## config.mk

```make
export PLATFORM = sky130hd
export DESIGN_NAME = lfr_loader
export DESIGN_NICKNAME = d
export VERILOG_FILES = /design/src/shared/lfr_pkg.sv /design/src/logic/lfr_fifo.sv /design/src/logic/lfr_divider.sv /design/src/logic/lfr_loader.sv
export SDC_FILE = /design/constraint.sdc
export NUM_CORES = 1
export LEC_CHECK = 0
export ABC_AREA = 1
export BUFFER_PORTS_ARGS = -buffer_cell sky130_fd_sc_hd__buf_4
export CORE_UTILIZATION = 50
export CTS_BUF_LIST = sky130_fd_sc_hd__clkbuf_8
export DETAILED_ROUTE_END_ITERATION = 7
export PLACE_DENSITY = 0.62
export SLEW_MARGIN = 10
export SYNTH_ARGS = -nofsm -noshare
export SYNTH_HDL_FRONTEND = slang
export SYNTH_SLANG_ARGS = --single-unit
export TNS_END_PERCENT = 1
```

## constraint.sdc

```tcl
create_clock -name core_clk -period 5.15 [get_ports core_clk]
set_clock_uncertainty 0.1 [all_clocks]
set_input_delay 1.545 -clock core_clk [delete_from_list [all_inputs] [get_ports core_clk]]
set_output_delay 1.545 -clock core_clk [all_outputs]
set_load 0.02 [all_outputs]
```

## src/shared/lfr_pkg.sv

```systemverilog
package lfr_pkg;

	// Incoming byte word: control byte target in the top two bits
	localparam int          FIFO_WIDTH      = 10;
	localparam int          FIFO_DEPTH      = 16;
	localparam int          WORD_TGT_HI     = 9;
	localparam int          WORD_TGT_LO     = 8;
	localparam logic [1:0]  TARGET_RAM      = 2'h1;

	// Command byte patterns
	localparam logic [2:0]  FRAME_CMD_TAG   = 3'h1;
	localparam logic [1:0]  PTR_CMD_TAG     = 2'h2;
	localparam logic [5:0]  MUX_CMD_TAG     = 6'h00;
	localparam logic [5:0]  BIAS_CMD_TAG    = 6'h01;

	// Reset values and last valid prescaler code
	localparam logic [4:0]  RATE_CODE_RST   = 5'h0e;
	localparam logic [4:0]  RATE_CODE_LAST  = 5'h16;
	localparam logic [5:0]  PTR_RST         = 6'h00;
	localparam logic [3:0]  MODE_RST        = 4'h0;
	localparam logic [2:0]  OSC_RST         = 3'h0;
	localparam logic [1:0]  MUX_RST         = 2'h0;
	localparam logic [1:0]  BIAS_RST        = 2'h0;

	// Multiplex codes, last valid RAM address per code and RAM depth
	localparam logic [1:0]  MUX_SIX         = 2'h2;
	localparam logic [1:0]  MUX_FOUR        = 2'h3;
	localparam logic [5:0]  PTR_LAST_EIGHT  = 6'h27;
	localparam logic [5:0]  PTR_LAST_SIX    = 6'h29;
	localparam logic [5:0]  PTR_LAST_FOUR   = 6'h2b;
	localparam int          RAM_DEPTH       = 44;

	// Bit positions in the mode and oscillator settings
	localparam int          MODE_SWAP_BIT   = 3;
	localparam int          MODE_FLIP_BIT   = 2;
	localparam int          MODE_SLEEP_BIT  = 1;
	localparam int          MODE_ENABLE_BIT = 0;
	localparam int          OSC_RATE_BIT    = 2;
	localparam int          OSC_DRIVE_BIT   = 1;
	localparam int          OSC_EXT_BIT     = 0;

	// Timing
	localparam longint      CORE_CLK_HZ     = 100000000;
	localparam longint      OSC_HZ          = 230000;
	localparam int          OSC_TICK_CYCLES = int'(CORE_CLK_HZ / OSC_HZ);
	localparam logic [6:0]  FRAME_DIV       = 7'd48;
	localparam logic [6:0]  BYPASS_DIV      = 7'd1;

	typedef enum logic [0:0] {
		PTR_HALTED = 1'b0,
		PTR_ARMED  = 1'b1
	} lfr_ptr_state_t;

	// Divide factor q for each prescaler code
	function automatic logic [6:0] lfr_q_of(input logic [4:0] code);
		logic [6:0] q;
		q = 7'd24;
		case (code)
			5'h00: q = 7'd80;
			5'h01: q = 7'd68;
			5'h02: q = 7'd60;
			5'h03: q = 7'd53;
			5'h04: q = 7'd48;
			5'h05: q = 7'd44;
			5'h06: q = 7'd40;
			5'h07: q = 7'd37;
			5'h08: q = 7'd34;
			5'h09: q = 7'd32;
			5'h0a: q = 7'd30;
			5'h0b: q = 7'd28;
			5'h0c: q = 7'd27;
			5'h0d: q = 7'd25;
			5'h0e: q = 7'd24;
			5'h0f: q = 7'd23;
			5'h10: q = 7'd22;
			5'h11: q = 7'd21;
			5'h12: q = 7'd20;
			5'h13: q = 7'd19;
			5'h14: q = 7'd18;
			5'h15: q = 7'd17;
			5'h16: q = 7'd16;
			default: q = 7'd24;
		endcase
		return q;
	endfunction : lfr_q_of

endpackage : lfr_pkg

```

## src/logic/lfr_fifo.sv

```systemverilog
`timescale 1ns/1ns
`default_nettype none
module lfr_fifo #(
	parameter int WIDTH = 10,
	parameter int DEPTH = 16
) (
	input  wire logic             core_clk,
	input  wire logic             rst,
	input  wire logic             clk_en,
	input  wire logic             in_valid,
	output logic                  in_ready,
	input  wire logic [WIDTH-1:0] in_data,
	output logic                  out_valid,
	input  wire logic             out_ready,
	output logic      [WIDTH-1:0] out_data
);
	localparam int AW = $clog2(DEPTH);

	logic [WIDTH-1:0] store_reg [DEPTH];
	logic [AW-1:0]    wr_idx_reg;
	logic [AW-1:0]    rd_idx_reg;
	logic [AW:0]      fill_reg;
	logic             push;
	logic             pop;

	assign in_ready  = (fill_reg != (AW+1)'(DEPTH));
	assign out_valid = (fill_reg != '0);
	assign out_data  = store_reg[rd_idx_reg];
	assign push      = clk_en && in_valid && in_ready;
	assign pop       = clk_en && out_valid && out_ready;

	always_ff @(posedge core_clk) begin
		if (push)
			store_reg[wr_idx_reg] <= in_data;
	end

	always_ff @(posedge core_clk or posedge rst) begin
		if (rst) begin
			wr_idx_reg <= '0;
			rd_idx_reg <= '0;
			fill_reg   <= '0;
		end else begin
			if (push)
				wr_idx_reg <= (wr_idx_reg == AW'(DEPTH - 1)) ? '0 : wr_idx_reg + AW'(1);
			if (pop)
				rd_idx_reg <= (rd_idx_reg == AW'(DEPTH - 1)) ? '0 : rd_idx_reg + AW'(1);
			if (push && !pop)
				fill_reg <= fill_reg + (AW+1)'(1);
			else if (pop && !push)
				fill_reg <= fill_reg - (AW+1)'(1);
		end
	end
endmodule : lfr_fifo
`default_nettype wire

```

## src/logic/lfr_divider.sv

```systemverilog
`timescale 1ns/1ns
`default_nettype none
module lfr_divider (
	input  wire logic       core_clk,
	input  wire logic       rst,
	input  wire logic       clk_en,
	input  wire logic       run,
	input  wire logic       tick,
	input  wire logic [6:0] divisor,
	output logic            pulse,
	output logic            level_reg
);
	logic [6:0] count_reg;
	logic       wrap;

	assign wrap  = (count_reg >= divisor - 7'd1);
	assign pulse = run && tick && wrap;

	always_ff @(posedge core_clk or posedge rst) begin
		if (rst)
			count_reg <= '0;
		else if (clk_en && !run)
			count_reg <= '0;
		else if (clk_en && tick)
			count_reg <= wrap ? 7'd0 : count_reg + 7'd1;
	end

	// High for the first half of each period; duty varies with odd divisors
	always_ff @(posedge core_clk or posedge rst) begin
		if (rst)
			level_reg <= 1'b0;
		else if (clk_en)
			level_reg <= run && (count_reg < (divisor >> 1));
	end
endmodule : lfr_divider
`default_nettype wire

```

## src/logic/lfr_loader.sv

```systemverilog
`timescale 1ns/1ns
`default_nettype none
module lfr_loader
	import lfr_pkg::*;
(
	input  wire logic       core_clk,
	input  wire logic       rst,
	input  wire logic       clk_en,
	// Byte stream from the serial framer
	input  wire logic       byte_valid,
	output logic            byte_ready,
	input  wire logic [7:0] byte_data,
	input  wire logic [1:0] control_byte_target,
	// Commands decoded elsewhere
	input  wire logic       mode_load,
	input  wire logic [3:0] mode_value,
	input  wire logic       osc_load,
	input  wire logic [2:0] osc_value,
	// Display scan read port, has priority over loading
	input  wire logic       scan_read,
	input  wire logic [5:0] scan_index,
	output logic      [7:0] scan_data_reg,
	// Clock pin
	input  wire logic       clock_pin_in,
	output logic            clock_pin_out,
	output logic            clock_pin_oe,
	// Configuration and timing out
	output logic            lcd_drive_enable,
	output logic            backplane_swap,
	output logic            polarity_flip,
	output logic            sleep_request,
	output logic      [1:0] backplane_count_select,
	output logic      [1:0] bias_level_select,
	output logic      [4:0] rate_divider_code,
	output logic      [5:0] ram_write_index,
	output logic            ram_write_armed,
	output logic            frame_pulse
);

	logic [4:0]           frame_rate_divider_code_reg;
	logic [5:0]           ram_write_pointer_reg;
	logic [5:0]           ram_write_pointer_next;
	logic [3:0]           display_mode_settings_reg;
	logic [2:0]           clock_source_settings_reg;
	logic [1:0]           backplane_count_select_reg;
	logic [1:0]           bias_level_select_reg;
	lfr_ptr_state_t       ptr_state_reg;
	lfr_ptr_state_t       ptr_state_next;
	logic [7:0]           ram_reg [RAM_DEPTH];

	logic                 q_valid;
	logic                 q_ready;
	logic [FIFO_WIDTH-1:0] q_word;
	logic [7:0]           q_byte;
	logic [1:0]           q_target;
	logic                 take;
	logic                 is_ram_byte;
	logic                 is_frame_cmd;
	logic                 is_ptr_cmd;
	logic                 is_mux_cmd;
	logic                 is_bias_cmd;
	logic [5:0]           ptr_last;
	logic                 ram_write;

	logic [8:0]           osc_count_reg;
	logic                 osc_tick;
	logic                 pin_sample_reg;
	logic                 pin_prev_reg;
	logic                 ext_edge;
	logic                 ext_src;
	logic                 base_tick;
	logic [6:0]           stage_div;
	logic                 mid_pulse;
	logic                 mid_level;
	logic                 div_run;

	// Input buffer; scan reads stall the drain so the buffer can fill
	lfr_fifo #(
		.WIDTH (FIFO_WIDTH),
		.DEPTH (FIFO_DEPTH)
	) u_fifo (
		.core_clk  (core_clk),
		.rst       (rst),
		.clk_en    (clk_en),
		.in_valid  (byte_valid),
		.in_ready  (byte_ready),
		.in_data   ({control_byte_target, byte_data}),
		.out_valid (q_valid),
		.out_ready (q_ready),
		.out_data  (q_word)
	);

	assign q_ready  = !scan_read;
	assign take     = clk_en && q_valid && q_ready;
	assign q_byte   = q_word[7:0];
	assign q_target = q_word[WORD_TGT_HI:WORD_TGT_LO];

	// Command classification
	always_comb begin
		is_ram_byte  = (q_target == TARGET_RAM);
		is_frame_cmd = !is_ram_byte && (q_byte[7:5] == FRAME_CMD_TAG);
		is_ptr_cmd   = !is_ram_byte && (q_byte[7:6] == PTR_CMD_TAG);
		is_mux_cmd   = !is_ram_byte && (q_byte[7:2] == MUX_CMD_TAG);
		is_bias_cmd  = !is_ram_byte && (q_byte[7:2] == BIAS_CMD_TAG);
	end

	// Last valid address for the current multiplex mode
	always_comb begin
		case (backplane_count_select_reg)
			MUX_SIX:  ptr_last = PTR_LAST_SIX;
			MUX_FOUR: ptr_last = PTR_LAST_FOUR;
			default:  ptr_last = PTR_LAST_EIGHT;
		endcase
	end

	assign ram_write = take && is_ram_byte && (ptr_state_reg == PTR_ARMED)
		&& (ram_write_pointer_reg <= ptr_last);

	// Prescaler code
	always_ff @(posedge core_clk or posedge rst) begin
		if (rst)
			frame_rate_divider_code_reg <= RATE_CODE_RST;
		else if (take && is_frame_cmd && q_byte[4:0] <= RATE_CODE_LAST)
			frame_rate_divider_code_reg <= q_byte[4:0];
	end

	// Multiplex and bias selection
	always_ff @(posedge core_clk or posedge rst) begin
		if (rst) begin
			backplane_count_select_reg <= MUX_RST;
			bias_level_select_reg      <= BIAS_RST;
		end else if (take) begin
			if (is_mux_cmd)
				backplane_count_select_reg <= q_byte[1:0];
			if (is_bias_cmd)
				bias_level_select_reg <= q_byte[1:0];
		end
	end

	// Mode and oscillator settings
	always_ff @(posedge core_clk or posedge rst) begin
		if (rst) begin
			display_mode_settings_reg <= MODE_RST;
			clock_source_settings_reg <= OSC_RST;
		end else if (clk_en) begin
			if (mode_load)
				display_mode_settings_reg <= mode_value;
			if (osc_load)
				clock_source_settings_reg <= osc_value;
		end
	end

	// Write pointer next state
	always_comb begin
		ram_write_pointer_next = ram_write_pointer_reg;
		ptr_state_next         = ptr_state_reg;
		case (ptr_state_reg)
			PTR_ARMED: begin
				if (ram_write) begin
					if (ram_write_pointer_reg == ptr_last)
						ptr_state_next = PTR_HALTED;
					else
						ram_write_pointer_next = ram_write_pointer_reg + 6'h01;
				end
			end
			PTR_HALTED: begin
				ptr_state_next = PTR_HALTED;
			end
			default: begin
				ptr_state_next = PTR_HALTED;
			end
		endcase
		if (take && is_ptr_cmd) begin
			if (q_byte[5:0] <= ptr_last) begin
				ram_write_pointer_next = q_byte[5:0];
				ptr_state_next         = PTR_ARMED;
			end else begin
				ptr_state_next = PTR_HALTED;
			end
		end
	end

	always_ff @(posedge core_clk or posedge rst) begin
		if (rst) begin
			ram_write_pointer_reg <= PTR_RST;
			ptr_state_reg         <= PTR_ARMED;
		end else if (clk_en) begin
			ram_write_pointer_reg <= ram_write_pointer_next;
			ptr_state_reg         <= ptr_state_next;
		end
	end

	// Display RAM has no reset so contents survive it
	always_ff @(posedge core_clk) begin
		if (ram_write)
			ram_reg[ram_write_pointer_reg] <= q_byte;
	end

	always_ff @(posedge core_clk or posedge rst) begin
		if (rst)
			scan_data_reg <= 8'h00;
		else if (clk_en && scan_read)
			scan_data_reg <= (int'(scan_index) < RAM_DEPTH) ? ram_reg[scan_index] : 8'h00;
	end

	// Internal oscillator stand-in: a tick at the nominal rate
	always_ff @(posedge core_clk or posedge rst) begin
		if (rst)
			osc_count_reg <= '0;
		else if (clk_en)
			osc_count_reg <= osc_tick ? 9'd0 : osc_count_reg + 9'd1;
	end

	assign osc_tick = (osc_count_reg == 9'(OSC_TICK_CYCLES - 1));

	// External clock pin is taken as synchronous; rising edges count
	always_ff @(posedge core_clk or posedge rst) begin
		if (rst) begin
			pin_sample_reg <= 1'b0;
			pin_prev_reg   <= 1'b0;
		end else if (clk_en) begin
			pin_sample_reg <= clock_pin_in;
			pin_prev_reg   <= pin_sample_reg;
		end
	end

	assign ext_edge  = pin_sample_reg && !pin_prev_reg;
	assign ext_src   = clock_source_settings_reg[OSC_EXT_BIT];
	assign base_tick = ext_src ? ext_edge : osc_tick;
	assign div_run   = !display_mode_settings_reg[MODE_SLEEP_BIT];

	// Slow external rate skips the q stage
	always_comb begin
		if (ext_src && !clock_source_settings_reg[OSC_RATE_BIT])
			stage_div = BYPASS_DIV;
		else
			stage_div = lfr_q_of(frame_rate_divider_code_reg);
	end

	// Intermediate clock: base clock divided by q, or by 1 when the q stage is skipped
	lfr_divider u_mid_div (
		.core_clk  (core_clk),
		.rst       (rst),
		.clk_en    (clk_en),
		.run       (div_run),
		.tick      (base_tick),
		.divisor   (stage_div),
		.pulse     (mid_pulse),
		.level_reg (mid_level)
	);

	// Frame rate: intermediate clock divided by 48
	lfr_divider u_frame_div (
		.core_clk  (core_clk),
		.rst       (rst),
		.clk_en    (clk_en),
		.run       (div_run),
		.tick      (mid_pulse),
		.divisor   (FRAME_DIV),
		.pulse     (frame_pulse),
		.level_reg ()
	);

	// Pin drives only with internal source; held high while asleep
	assign clock_pin_oe  = clock_source_settings_reg[OSC_DRIVE_BIT] && !ext_src;
	assign clock_pin_out = clock_pin_oe && (!div_run || mid_level);

	// Outputs
	assign lcd_drive_enable       = display_mode_settings_reg[MODE_ENABLE_BIT] && div_run;
	assign backplane_swap         = display_mode_settings_reg[MODE_SWAP_BIT];
	assign polarity_flip          = display_mode_settings_reg[MODE_FLIP_BIT];
	assign sleep_request          = display_mode_settings_reg[MODE_SLEEP_BIT];
	assign backplane_count_select = backplane_count_select_reg;
	assign bias_level_select      = bias_level_select_reg;
	assign rate_divider_code      = frame_rate_divider_code_reg;
	assign ram_write_index        = ram_write_pointer_reg;
	assign ram_write_armed        = (ptr_state_reg == PTR_ARMED);

endmodule : lfr_loader
`default_nettype wire

```

==> results.md <==
- The floorplan step set the die width to 225 µm.
- Counting along the longest clock path gives a buffer depth of 3.
- The number of buffers inserted by hold repair at cts is 0.
- The number of antenna repair diodes is 0.
- Synthesis produced a netlist with a net count of 2264.
- The register with the most flip-flops in the layout has about 350 of them.
- The routed wire length is 61.6 mm.
- The worst min-delay path category is flop to flop.
- At the worst endpoint, the arrival time is ~3.5 ns.
- The synthesized area per cell is roughly 11 µm².
- The number of antenna violations at the first check in global routing is 0.
- The top cell type's share of synthesized area is 0.616.
- met2 is the most crowded layer.
- Setup violations remaining at the end of the flow were counted as 0.
- For the worst-skew pair, the clock arrives at the later sink with an insertion delay of a little under 0.7 ns.
- The peak clock frequency supported by timing is 196 MHz.
- TritonCTS built the clock tree.
- The starting density of the core is 0.509.
- Dividing the detail-routed via count by the number of cells gives 5.62.
- In this run, placement finished with an instance count of roughly 2800.
- By area the synthesized netlist is led by sky130_fd_sc_hd__edfxtp_1 62%, sky130_fd_sc_hd__dfrtp_1 6.6%, sky130_fd_sc_hd__nor2_1 5.9%.
- Synthesis produced a netlist whose cell count is 2192.
- Walking the worst path, the cells encountered are inv_4 -> ha_4 -> nand2_1 -> o21ai_2 -> nor3_2 -> a21oi_2 -> buf_4 -> nand3_2 -> nand3b_1 -> xnor2_1 -> ha_1 -> nand2_1 -> o21a_1 -> nand3_2 -> nand3_2 -> nor2_2 -> buf_6.
- Setup repair after global routing could not meet its margin everywhere.
- The count of clock tree sinks is a little under 600.
- Entering global routing, the biggest net connects 177 pins.
- The kind of launch point of the worst setup path is a flop.
- For this design the static power due to leakage is slightly above 10 nW.
- The number of global-route vias before repair is 16700.
- The total routing resource utilization after global routing is 0.247.
- The number of failing hold endpoints at the final stage is 0.
- Once detail routing completed, the nets flagged for antenna violations numbered 0.
- The peak per-stage delay on the critical path is between 0.5 and 0.6 ns.
- For met1 alone, demand over resource in global routing was 0.330.
- The mean routed wirelength per cell is 20.4 µm.
- Of the synthesized area, sequential elements account for 0.687.
- Measured against its own limit, the worst slew margin works out to 0.252.
- In the synthesized netlist the dominant register cell turns out to be sky130_fd_sc_hd__edfxtp_1.
- The number of warnings printed during yosys synthesis is 0.
- The commonest cells after synthesis are 512 x sky130_fd_sc_hd__edfxtp_1, 389 x sky130_fd_sc_hd__nor2_1, 291 x sky130_fd_sc_hd__nand2_1, 250 x sky130_fd_sc_hd__o21ai_0, 136 x sky130_fd_sc_hd__nand3_1.
- The initialized floorplan defines 81 standard-cell rows.
- Summed over all nets, the half-perimeter wirelength after detailed placement is between 30 and 40 mm.
- The number of distinct library cells after synthesis is between 40 and 50.
- The total of max-cap violations is 0.
- The total standard cell area after synthesis is 0.0250 mm².
- In this run the count of I/O pins placed on the die edge is 63.
- The power density over the cells is around 520 mW/mm².
- Clock-pin slew was measured on the worst setup and hold paths at 0.06 ns.
- The largest individual stage delay along the critical path comes from the cell sky130_fd_sc_hd__dfstp_2.
- The final-report max-slew violation count is 0.
- The violation count after the first detailed-routing iteration is 1344.
- Input and output buffers added on the ports amount to 62.
- The non-filler instance count after layout is about 3000.
- The number of H-tree levels is 3.
- In the global route stage, met2 resource usage came out at 0.405.
- The start-to-end type of the worst setup path is flop to primary output.
- The buffer type at the clock tree root is sky130_fd_sc_hd__clkbuf_8.
- The number of remaining DRC errors is 0.
- The global-route met3 utilization is 0.0452.
- The final net count is between 2000 and 2500.
- In the post-synthesis netlist, the cell with the most instances is sky130_fd_sc_hd__edfxtp_1.
- For this block, the via count after detailed routing is about 17000.
- In the final layout, the share of cells above drive strength 1 is 0.118.
- The most common cell type on the critical path is sky130_fd_sc_hd__nand3_2.
- The synthesized design spends more area on one cell type than any other, namely sky130_fd_sc_hd__edfxtp_1.
- The worst-path maximum fanout is 3.
- The aggregate global routing overflow is 0.
- The synthesis-stage register bit count is around 580.
- Compared with the post-synthesis result, the final layout area differs by 11.9%.
- Dividing the final minimum period by the clock period gives 0.993.
- The measured slew at the worst slew-check pin is roughly 1.1 ns.
- The run finished with clean final reports.
- TritonCTS created 94 clock buffers.
- Data on the critical path is required at its endpoint by around 3.5 ns.
- The worst path in the final design needs a cycle of about 5 ns, including I/O delays and setup.
- At the end of routability-driven placement, the weighted congestion stood at between 0.9 and 1.
- The total die area is between 0.05 and 0.06 mm².
- The core area is 0.0491 mm².
- The share of synthesized registers carrying an async set or reset is 0.120.
- The number of enable-type register cells in the synthesized netlist is slightly above 500.
- The maximum VDD drop is 0.000282 V.
- The number of iterations in the first detailed-routing pass is 5.
- Measured on the finished design, the core utilization comes to 0.569.
- The first-pass GRT wire length is roughly 95 mm.
- The worst setup path is captured at a primary output.
- The die extent in y is roughly 230 µm.
power by group:
part / internal [mW] / switching (mW) / total (mW) / leakage (nW)
clock: 1.75 / 1.79 / 3.55 / 0.975
combinational: 1.18 / 3.24 / 4.42 / 3.80
sequential: 6.28 / 0.261 / 6.54 / 5.46
total: 9.22 / 5.30 / 14.5 / 10.2
metrics by stage:
| step | setup TNS (ns) | hold slack, ns | worst slack [ns] | area (µm²) | total power, mW |
|---|---|---|---|---|---|
| after floorplan | 0 | 0.355 | 0.451 | 25000 | 9.17 |
| after global placement | 0 | 0.368 | 0.253 | 26100 | 10.8 |
| after detailed placement | 0 | 0.371 | 0.172 | 26100 | 10.9 |
| after CTS | 0 | 0.390 | 0.00239 | 27800 | 14.5 |
| after global routing | -0.167 | 0.414 | -0.167 | 27900 | 15.2 |
| final | 0 | 0.385 | 0.0351 | 27900 | 14.5 |
cell usage in the layout (no fill, tap or decap), types with 13 or more instances in the layout:
| cell type | synthesis | final |
|---|---|---|
| sky130_fd_sc_hd__clkinv_1 | 2 | 23 |
| sky130_fd_sc_hd__dfrtp_1 | 66 | 64 |
| sky130_fd_sc_hd__buf_4 | 7 | 96 |
| sky130_fd_sc_hd__clkbuf_8 | 0 | 98 |
| sky130_fd_sc_hd__xor2_1 | 13 | 13 |
| sky130_fd_sc_hd__a21oi_1 | 38 | 34 |
| sky130_fd_sc_hd__o21ai_0 | 250 | 247 |
| sky130_fd_sc_hd__inv_1 | 118 | 150 |
| sky130_fd_sc_hd__nor2_1 | 389 | 385 |
| sky130_fd_sc_hd__ha_1 | 40 | 36 |
| sky130_fd_sc_hd__nand4_1 | 25 | 25 |
| sky130_fd_sc_hd__edfxtp_1 | 512 | 512 |
| sky130_fd_sc_hd__o21ai_1 | 18 | 18 |
| sky130_fd_sc_hd__o22ai_1 | 66 | 66 |
| sky130_fd_sc_hd__nand2_1 | 291 | 289 |
| sky130_fd_sc_hd__nand3_1 | 136 | 130 |
| sky130_fd_sc_hd__o211ai_1 | 42 | 42 |
worst max-delay path: cells and delay by family (launching register included):
family / cells / cell delay (ns)
buf+inv: 3 / 0.33
compound gates: 3 / 0.43
fa+ha+maj: 2 / 0.58
flops: 1 / 0.57
simple gates: 8 / 0.74
xor+xnor: 1 / 0.14
cells by family after synthesis:
logic type / share of synthesized area
adders and majority gates: 0.0209
xor gates and xnor gates: 0.00597
buffers and inverters: 0.0383
muxes: 0.00135
DFF: 0.687
AOI/OAI and AO/OA: 0.0990
and+or+nand+nor: 0.148
what timing repair did:
item,4_1_cts,5_1_grt
pin swaps,9,10
buffers inserted,9,1
gates resized for setup,19,17
setup endpoints to repair,1,1
metal layers:
metal,part of all wire,vias to the layer above
li1,-,7982
met2,0.48,559
met1,0.43,8312
met5,0,-
met4,0.028,0
met3,0.062,135
final cells by class:
| type | instances | area, µm² |
|---|---|---|
| Clock inverter | 70 | 290 |
| Multi-Input combinational cell | 1384 | 7010 |
| Timing Repair Buffer | 102 | 823 |
| Fill cell | 4175 | 21100 |
| Inverter | 124 | 474 |
| Clock buffer | 98 | 1350 |
| Tap cell | 664 | 831 |
| Sequential cell | 582 | 17100 |
worst paths after layout:
kind,slack [ns],end,startpoint,cells past startpoint
max,0.04,frame_pulse,rate_divider_code[1]$_DFFE_PP1P_,17
min,0.38,scan_data_reg[2]$_DFFE_PP0P_,scan_data_reg[2]$_DFFE_PP0P_,2
max reg2reg,1.38,ram_reg[27][7]$_DFFE_PP_,u_fifo.rd_idx_reg[0]$_DFFE_PP0P_,11
min reg2reg,0.38,scan_data_reg[2]$_DFFE_PP0P_,scan_data_reg[2]$_DFFE_PP0P_,2
max in group asynchronous,3.12,rate_divider_code[3]$_DFFE_PP1P_,rst,3
min in group asynchronous,0.93,u_fifo.wr_idx_reg[0]$_DFFE_PP0P_,rst,2
Power figures use the tool's default switching activity.
